[src/rtl/thtt_pkg.sv]
package thtt_pkg;

    // ------------------------------------------------------------
    // register window
    // ------------------------------------------------------------
    localparam logic [15:0] THTT_OFS_CTRL       = 16'h101c;
    localparam logic [15:0] THTT_OFS_FLAGS      = 16'h101e;
    localparam int          THTT_ADDR_W         = 16;
    localparam int          THTT_DATA_W         = 16;
    localparam int          THTT_TEMP_W         = 8;
    localparam int          THTT_NUM_TRIPS      = 6;

    // ------------------------------------------------------------
    // throttle control fields
    // ------------------------------------------------------------
    localparam int          THTT_CTRL_EN_BIT    = 7;
    localparam int          THTT_CTRL_ZONE_BIT  = 4;
    localparam int          THTT_CTRL_HALT_BIT  = 3;
    localparam int          THTT_CTRL_LOCK_BIT  = 0;
    localparam logic [7:0]  THTT_CTRL_RESET     = 8'h00;
    localparam logic [7:0]  THTT_CTRL_RW_MASK   = 8'h98;

    // ------------------------------------------------------------
    // trip event flag fields
    // ------------------------------------------------------------
    localparam int          THTT_FLAG_RISE_LSB  = 0;
    localparam int          THTT_FLAG_FALL_LSB  = 8;
    localparam logic [15:0] THTT_FLAGS_RESET    = 16'h0000;
    localparam logic [15:0] THTT_FLAGS_MASK     = 16'h3f3f;

    // ------------------------------------------------------------
    // trip point order, shared by rise and fall fields
    // ------------------------------------------------------------
    localparam int          THTT_TRIP_AUX0      = 0;
    localparam int          THTT_TRIP_AUX1      = 1;
    localparam int          THTT_TRIP_AUX2      = 2;
    localparam int          THTT_TRIP_AUX3      = 3;
    localparam int          THTT_TRIP_HOT       = 4;
    localparam int          THTT_TRIP_CAT       = 5;

endpackage

[src/rtl/thtt_cross_detect.sv]
`timescale 1ns/10ps
`default_nettype none

module thtt_cross_detect
    import thtt_pkg::*;
(
    input  wire logic                                     ref_clk,
    input  wire logic                                     rst_n,
    input  wire logic                                     sampleValid,
    input  wire logic [THTT_TEMP_W-1:0]                   tempSample,
    input  wire logic [THTT_NUM_TRIPS-1:0][THTT_TEMP_W-1:0] tripSetting,
    output var  logic [THTT_NUM_TRIPS-1:0]                aboveTrip,
    output logic      [THTT_NUM_TRIPS-1:0]                riseEvent,
    output logic      [THTT_NUM_TRIPS-1:0]                fallEvent
);

    // ------------------------------------------------------------
    // per trip point compare against the previous result
    // ------------------------------------------------------------
    logic [THTT_NUM_TRIPS-1:0] sampleAbove;
    logic [THTT_NUM_TRIPS-1:0] next_aboveTrip;

    genvar gi;
    generate
        for (gi = 0; gi < THTT_NUM_TRIPS; gi++) begin : g_trip
            assign sampleAbove[gi] = (tempSample >= tripSetting[gi]);
            assign riseEvent[gi]   = sampleValid & sampleAbove[gi] & ~aboveTrip[gi];
            assign fallEvent[gi]   = sampleValid & ~sampleAbove[gi] & aboveTrip[gi];

        end
    endgenerate

    always_comb begin
        next_aboveTrip = aboveTrip;
        if (sampleValid) begin
            next_aboveTrip = sampleAbove;
        end
    end

    always_ff @(posedge ref_clk) begin
        if (!rst_n) begin
            aboveTrip <= '0;
        end else begin
            aboveTrip <= next_aboveTrip;
        end
    end

endmodule

`default_nettype wire

[src/rtl/thtt_thermal_ctrl.sv]
// Functional notes
// - control bit 7 is master enable; zero suppresses all hardware throttle actions
// - bit 4 zero throttles on hot, aux2, catastrophic; one on hot, catastrophic
// - bit 3 set: drive platform trip low when catastrophic point is reached
// - platform trip stays low once asserted until system reset
// - while lock bit is one, writes to control bits 7 to 1 are ignored
// - lock bit sets once by writing one; only reset clears it
// - flag bit 13 on falling crossing of catastrophic point
// - flag bit 12 on falling crossing of hot point
// - flag bits 11 to 8 on falling crossing of aux3 to aux0
// - flag bit 5 on rising crossing of catastrophic point
// - flag bit 4 on rising crossing of hot point
// - flag bits 3 to 1 on rising crossing of aux3 to aux1
// - flag bit 0 on rising crossing of aux0 point
// - flags stay set until software writes one; writing zero has no effect
// - set flags identify the cause of the thermal event output
`timescale 1ns/10ps
`default_nettype none

module thtt_thermal_ctrl
    import thtt_pkg::*;
(
    input  wire logic                      ref_clk,
    input  wire logic                      rst_n,
    input  wire logic [THTT_ADDR_W-1:0]    regAddr,
    input  wire logic                      regWrEn,
    input  wire logic                      regRdEn,
    input  wire logic [1:0]                regByteEn,
    input  wire logic [THTT_DATA_W-1:0]    regWrData,
    output var  logic [THTT_DATA_W-1:0]    regRdData,
    output var  logic                      regRdValid,
    input  wire logic                      sampleValid,
    input  wire logic [THTT_TEMP_W-1:0]    tempSample,
    input  wire logic [THTT_TEMP_W-1:0]    tripAux0,
    input  wire logic [THTT_TEMP_W-1:0]    tripAux1,
    input  wire logic [THTT_TEMP_W-1:0]    tripAux2,
    input  wire logic [THTT_TEMP_W-1:0]    tripAux3,
    input  wire logic [THTT_TEMP_W-1:0]    tripHot,
    input  wire logic [THTT_TEMP_W-1:0]    tripCat,
    output var  logic [THTT_NUM_TRIPS-1:0] liveSensorStatus,
    output var  logic                      throttleActive,
    output var  logic                      thermalEventPending,
    output var  logic                      platformThermalTripN
);

    // ------------------------------------------------------------
    // crossing detector
    // ------------------------------------------------------------
    logic [THTT_NUM_TRIPS-1:0][THTT_TEMP_W-1:0] tripSetting;
    logic [THTT_NUM_TRIPS-1:0]                  aboveTrip;
    logic [THTT_NUM_TRIPS-1:0]                  riseEvent;
    logic [THTT_NUM_TRIPS-1:0]                  fallEvent;

    assign tripSetting[THTT_TRIP_AUX0] = tripAux0;
    assign tripSetting[THTT_TRIP_AUX1] = tripAux1;
    assign tripSetting[THTT_TRIP_AUX2] = tripAux2;
    assign tripSetting[THTT_TRIP_AUX3] = tripAux3;
    assign tripSetting[THTT_TRIP_HOT]  = tripHot;
    assign tripSetting[THTT_TRIP_CAT]  = tripCat;

    thtt_cross_detect u_cross (
        .ref_clk     (ref_clk),
        .rst_n       (rst_n),
        .sampleValid (sampleValid),
        .tempSample  (tempSample),
        .tripSetting (tripSetting),
        .aboveTrip   (aboveTrip),
        .riseEvent   (riseEvent),
        .fallEvent   (fallEvent)
    );

    // ------------------------------------------------------------
    // register decode
    // ------------------------------------------------------------
    logic       ctrlHit;
    logic       flagsHit;
    logic       ctrlWrite;
    logic [1:0] flagsLane;

    assign ctrlHit   = (regAddr == THTT_OFS_CTRL);
    assign flagsHit  = (regAddr == THTT_OFS_FLAGS);
    assign ctrlWrite = regWrEn & ctrlHit & regByteEn[0];
    assign flagsLane = (regWrEn & flagsHit) ? regByteEn : 2'h0;

    // ------------------------------------------------------------
    // throttle control register
    // ------------------------------------------------------------
    logic [7:0] throttleControl;
    logic [7:0] next_throttleControl;
    logic       ctrlLocked;

    assign ctrlLocked = throttleControl[THTT_CTRL_LOCK_BIT];

    always_comb begin
        next_throttleControl = throttleControl;
        if (ctrlWrite) begin
            if (!ctrlLocked) begin
                next_throttleControl = regWrData[7:0] & THTT_CTRL_RW_MASK;
            end
            if (regWrData[THTT_CTRL_LOCK_BIT] || ctrlLocked) begin
                next_throttleControl[THTT_CTRL_LOCK_BIT] = 1'b1;
            end else begin
                next_throttleControl[THTT_CTRL_LOCK_BIT] = 1'b0;
            end
        end
    end

    always_ff @(posedge ref_clk) begin
        if (!rst_n) begin
            throttleControl <= THTT_CTRL_RESET;
        end else begin
            throttleControl <= next_throttleControl;
        end
    end

    // ------------------------------------------------------------
    // trip event flags, set wins over clear
    // ------------------------------------------------------------
    logic [15:0] tripEventFlags;
    logic [15:0] next_tripEventFlags;
    logic [15:0] flagSet;
    logic [15:0] flagClear;
    logic        next_thermalEventPending;

    always_comb begin
        flagSet = '0;
        flagSet[THTT_FLAG_RISE_LSB +: THTT_NUM_TRIPS] = riseEvent;
        flagSet[THTT_FLAG_FALL_LSB +: THTT_NUM_TRIPS] = fallEvent;
        flagClear = {regWrData[15:8] & {8{flagsLane[1]}}, regWrData[7:0] & {8{flagsLane[0]}}};
        next_tripEventFlags = ((tripEventFlags & ~flagClear) | flagSet) & THTT_FLAGS_MASK;
        next_thermalEventPending = |next_tripEventFlags;
    end

    always_ff @(posedge ref_clk) begin
        if (!rst_n) begin
            tripEventFlags      <= THTT_FLAGS_RESET;
            thermalEventPending <= 1'b0;
        end else begin
            tripEventFlags      <= next_tripEventFlags;
            thermalEventPending <= next_thermalEventPending;
        end
    end

    // ------------------------------------------------------------
    // hardware actions
    // ------------------------------------------------------------
    logic masterEnable;
    logic zoneHotCatOnly;
    logic haltOnCat;
    logic next_throttleActive;
    logic next_platformThermalTripN;

    assign masterEnable   = throttleControl[THTT_CTRL_EN_BIT];
    assign zoneHotCatOnly = throttleControl[THTT_CTRL_ZONE_BIT];
    assign haltOnCat      = throttleControl[THTT_CTRL_HALT_BIT];

    always_comb begin
        next_throttleActive = masterEnable & (aboveTrip[THTT_TRIP_HOT] |
            aboveTrip[THTT_TRIP_CAT] | (~zoneHotCatOnly & aboveTrip[THTT_TRIP_AUX2]));
        next_platformThermalTripN = platformThermalTripN;
        if (masterEnable && haltOnCat && aboveTrip[THTT_TRIP_CAT]) begin
            next_platformThermalTripN = 1'b0;
        end
    end

    always_ff @(posedge ref_clk) begin
        if (!rst_n) begin
            throttleActive       <= 1'b0;
            platformThermalTripN <= 1'b1;
            liveSensorStatus     <= '0;
        end else begin
            throttleActive       <= next_throttleActive;
            platformThermalTripN <= next_platformThermalTripN;
            liveSensorStatus     <= aboveTrip;
        end
    end

    // ------------------------------------------------------------
    // read path, one cycle after the strobe
    // ------------------------------------------------------------
    logic [THTT_DATA_W-1:0] next_regRdData;

    always_comb begin
        next_regRdData = regRdData;
        if (regRdEn) begin
            if (ctrlHit) begin
                next_regRdData = {8'h00, throttleControl};
            end else if (flagsHit) begin
                next_regRdData = tripEventFlags;
            end else begin
                next_regRdData = 16'h0000;
            end
        end
    end

    always_ff @(posedge ref_clk) begin
        if (!rst_n) begin
            regRdData  <= 16'h0000;
            regRdValid <= 1'b0;
        end else begin
            regRdData  <= next_regRdData;
            regRdValid <= regRdEn;
        end
    end
endmodule

`default_nettype wire

[config.mk]
export PLATFORM = sky130hd
export DESIGN_NAME = thtt_thermal_ctrl
export DESIGN_NICKNAME = d
export VERILOG_FILES = /design/src/rtl/thtt_pkg.sv /design/src/rtl/thtt_cross_detect.sv /design/src/rtl/thtt_thermal_ctrl.sv
export SDC_FILE = /design/constraint.sdc
export NUM_CORES = 1
export LEC_CHECK = 0
export ABC_AREA = 0
export BUFFER_PORTS_ARGS = -buffer_cell sky130_fd_sc_hd__buf_2
export CAP_MARGIN = 20
export CORE_MARGIN = 2
export CORE_UTILIZATION = 35
export CTS_CLUSTER_DIAMETER = 100
export CTS_CLUSTER_SIZE = 14
export DETAILED_ROUTE_END_ITERATION = 16
export GPL_ROUTABILITY_DRIVEN = 0
export HOLD_SLACK_MARGIN = 0.05
export SYNTH_ARGS = -nofsm -noshare
export SYNTH_HDL_FRONTEND = slang
export SYNTH_SLANG_ARGS = --single-unit
[constraint.sdc]
create_clock -name ref_clk -period 3.5 [get_ports ref_clk]
set_clock_uncertainty 0.15 [all_clocks]
set_input_delay 0.875 -clock ref_clk [delete_from_list [all_inputs] [get_ports ref_clk]]
set_output_delay 0.875 -clock ref_clk [all_outputs]
set_load 0.1 [all_outputs]
==> results.toml <==
[outcome]
status = "finished, final reports clean"

[global_route]
grt.met1_usage = 0.2154
grt_pass1_wl_mm = 12.86
top_usage_layer = "met2"
antenna_found_initial = 0
grt_use_met3 = 0.02518
met2_usage = 0.2767
grt_pass1_vias = 2799
grt_max_degree = 46
gr-total-overflow = 0
grt_usage = 0.1639

[job]
maxCapViolCount = 0

[sta]
min_period_ns = 2.959
slew_violations = 0
max_slew_margin = 0.5796
rsz0062_at_grt = "false"
finalSetupTns_ns = 0
tightest_slew_ns = 0.6306
hold_ws_ns = 0.3001
hold_violations = 0
post-route-period-util = 0.8454
setup_viol = 0
fmax_mhz = 338.0

[layout]
ff_latch_area_sq_um = 900.9
layout.nets = 609
fill_cells = 849
drive_above_1_share = 0.2869
num_antenna_cells = 0
fin_cells = 572
final_cell_area_sq_um = 3810
area_growth_pct = 25.46
multiInputGateArea_sq_um = 1882

[cts]
postCtsSetupBuffers = 0
clk_path_buf_depth = 2
cts.sinks = 45
cts_buffers = 5
clock_latency_ns = 0.30
clk_pin_slew_ns = 0.09
hold_buffers = 0
cts_root_buffer = "clkbuf_8"
cts_tree = "yes"
cts_resized = 0
htree_levels = 2

[hold_path]
hold_class = "reg -> reg"
worstHoldPathCells = 2

[detailed_routing]
drt_iter0_drc = 140
first_pass_iters = 4
routed_wl_mm = 7.692
drc = 0
avgViaCountPerCell = 4.923
vias = 2816
drt-wirelength-per-cell_microns = 13.45
ant_nets = 0

[worst_setup_path]
crit_slowest_cell = "a2111o_1"
critPathMaxFanout = 6
cp-start-kind = "input port"
critPathBufInv = 2
cp.required_ns = 3.55
cp-end-kind = "register"
crit_type = "in -> reg"
worstPathCellList = "buf_2 -> inv_1 -> ha_1 -> nand2b_4 -> a2111o_1 -> a221oi_2 -> o2bb2ai_1 -> and3b_1 -> nand4_1 -> o31a_1"
arrival_ns = 3.01
reg2reg_depth = 4
slowest_delay_ns = 0.42
worstSetupPathDepth = 10
path_delay_family = "compound AO/OA/AOI/OAI gates"

[yosys]
synth-seq-area-share = 0.2967
synth_cell_types = 44
synth_cells = 356
ys_ff_latch = 45
synth_edf_count = 0
synth.area.top_cells = "dfxtp_1 (30%), ha_1 (20%), inv_1 (5.8%)"
synthArstFlopShare = 0
synth.most_common_cell = "ha_1"
synth_ff_type = "dfxtp_1"
yosysTopAreaCell = "dfxtp_1"
synth.avg_cell_area_sq_um = 8.530
yosys_warnings = 0
synth_commonest_cells = "ha_1 (48), inv_1 (47), dfxtp_1 (45)"
yosysTopAreaCellShare = 0.2967
synth.cell_area_sq_um = 3037

[die]
core-area_sq_um = 8299
dieHeight_microns = 97.15
initial_core_util = 0.3659
io_pins = 121
row_count = 33
die_w_microns = 97.15
dieArea_sq_um = 9437

[power_and_ir_drop]
pwr-share-seq = 0.413
sw_frac_of_total = 0.2872
power_switching_mw = 0.3809
combPwrFrac = 0.240
vdd_drop_max_uv = 238.6
p_int_mw = 0.9453
power.density_nw_per_um2 = 348.1
p_clk_frac = 0.347
cellLeakagePower_nw = 1.919

[placement]
postPlaceCellArea_sq_um = 3676
placed_cells = 564
place_hpwl_mm = 6.202
port_buffers = 114
metal layers:
layer	vias up	wire (microns)
met5	-	0
met1	1282	3632
met4	0	124
met3	12	298
met2	64	3635
li1	1458	-
layout by cell type (no fill, tap or decap), drive strengths merged, types with 3 or more instances in the layout:
cell type and instances:
buf 116, ha 48, inv 47, dfxtp 45
a21oi 27, nand2b 21, nand2 18, nand3 18
o21ai 16, nand4 14, nor2b 14, and2 13
a21boi 12, nor2 7, mux2i 6, a32oi 5
clkbuf 5, a2111o 4, a221oi 3, o2bb2ai 3
conb 3
state kept, by name, indices dropped and copies added, names as in the netlist:
| signal | count |
|---|---|
| liveSensorStatus | 6 |
| platformThermalTripN | 1 |
| regRdData | 13 |
| regRdValid | 1 |
| thermalEventPending | 1 |
| throttleActive | 1 |
| throttleControl | 4 |
| tripEventFlags | 12 |
| u_cross.aboveTrip | 6 |
kinds of logic after synthesis:
kind of cell,synth area share
compound gates,0.1726
other cells,0.001235
flops,0.2967
mux,0.01978
buf+inv,0.08611
fa+ha+maj,0.1978
simple gates,0.2258
area by class of cell:
cell class / count / area share
Multi-Input combinational cell: 251 / 0.4939
Sequential cell: 45 / 0.2365
Timing Repair Buffer: 116 / 0.1537
Inverter: 47 / 0.04631
Tap cell: 105 / 0.03448
Clock buffer: 5 / 0.01806
Clock inverter: 3 / 0.01708
path summary, 6_finish.rpt:
| check | start | endpoint | slack [ns] |
|---|---|---|---|
| max | tempSample[0] | thermalEventPending | 0.54 |
| min | platformThermalTripN | platformThermalTripN | 0.30 |
| max reg2reg | u_cross.aboveTrip[0] | thermalEventPending | 2.06 |
| min reg2reg | platformThermalTripN | platformThermalTripN | 0.30 |
worst min-delay path: cells and delay by family, from the launching register on:
family	cells	cell delay, ns
DFF	1	0.32
and+or+nand+nor	2	0.09
per-stage QoR:
stage	util	worst slack, ns	total power, mW
after global routing	0.4591	0.3733	1.395
final	0.4591	0.5412	1.326
after CTS	0.4591	0.5249	1.338
after detailed placement	0.4429	0.2003	0.8785
after global placement	0.4429	0.1885	0.8703
after floorplan	-	0.5552	0.7626
power groups by stage:
stage	clock network, mW	logic [mW]	registers, mW
2_1_floorplan	0	0.170	0.593
3_3_place_gp	0	0.311	0.560
3_5_place_dp	0	0.320	0.559
4_1_cts	0.470	0.321	0.547
5_1_grt	0.488	0.358	0.550
6_report	0.460	0.318	0.547
No activity file was read; power rests on OpenSTA's default activity.
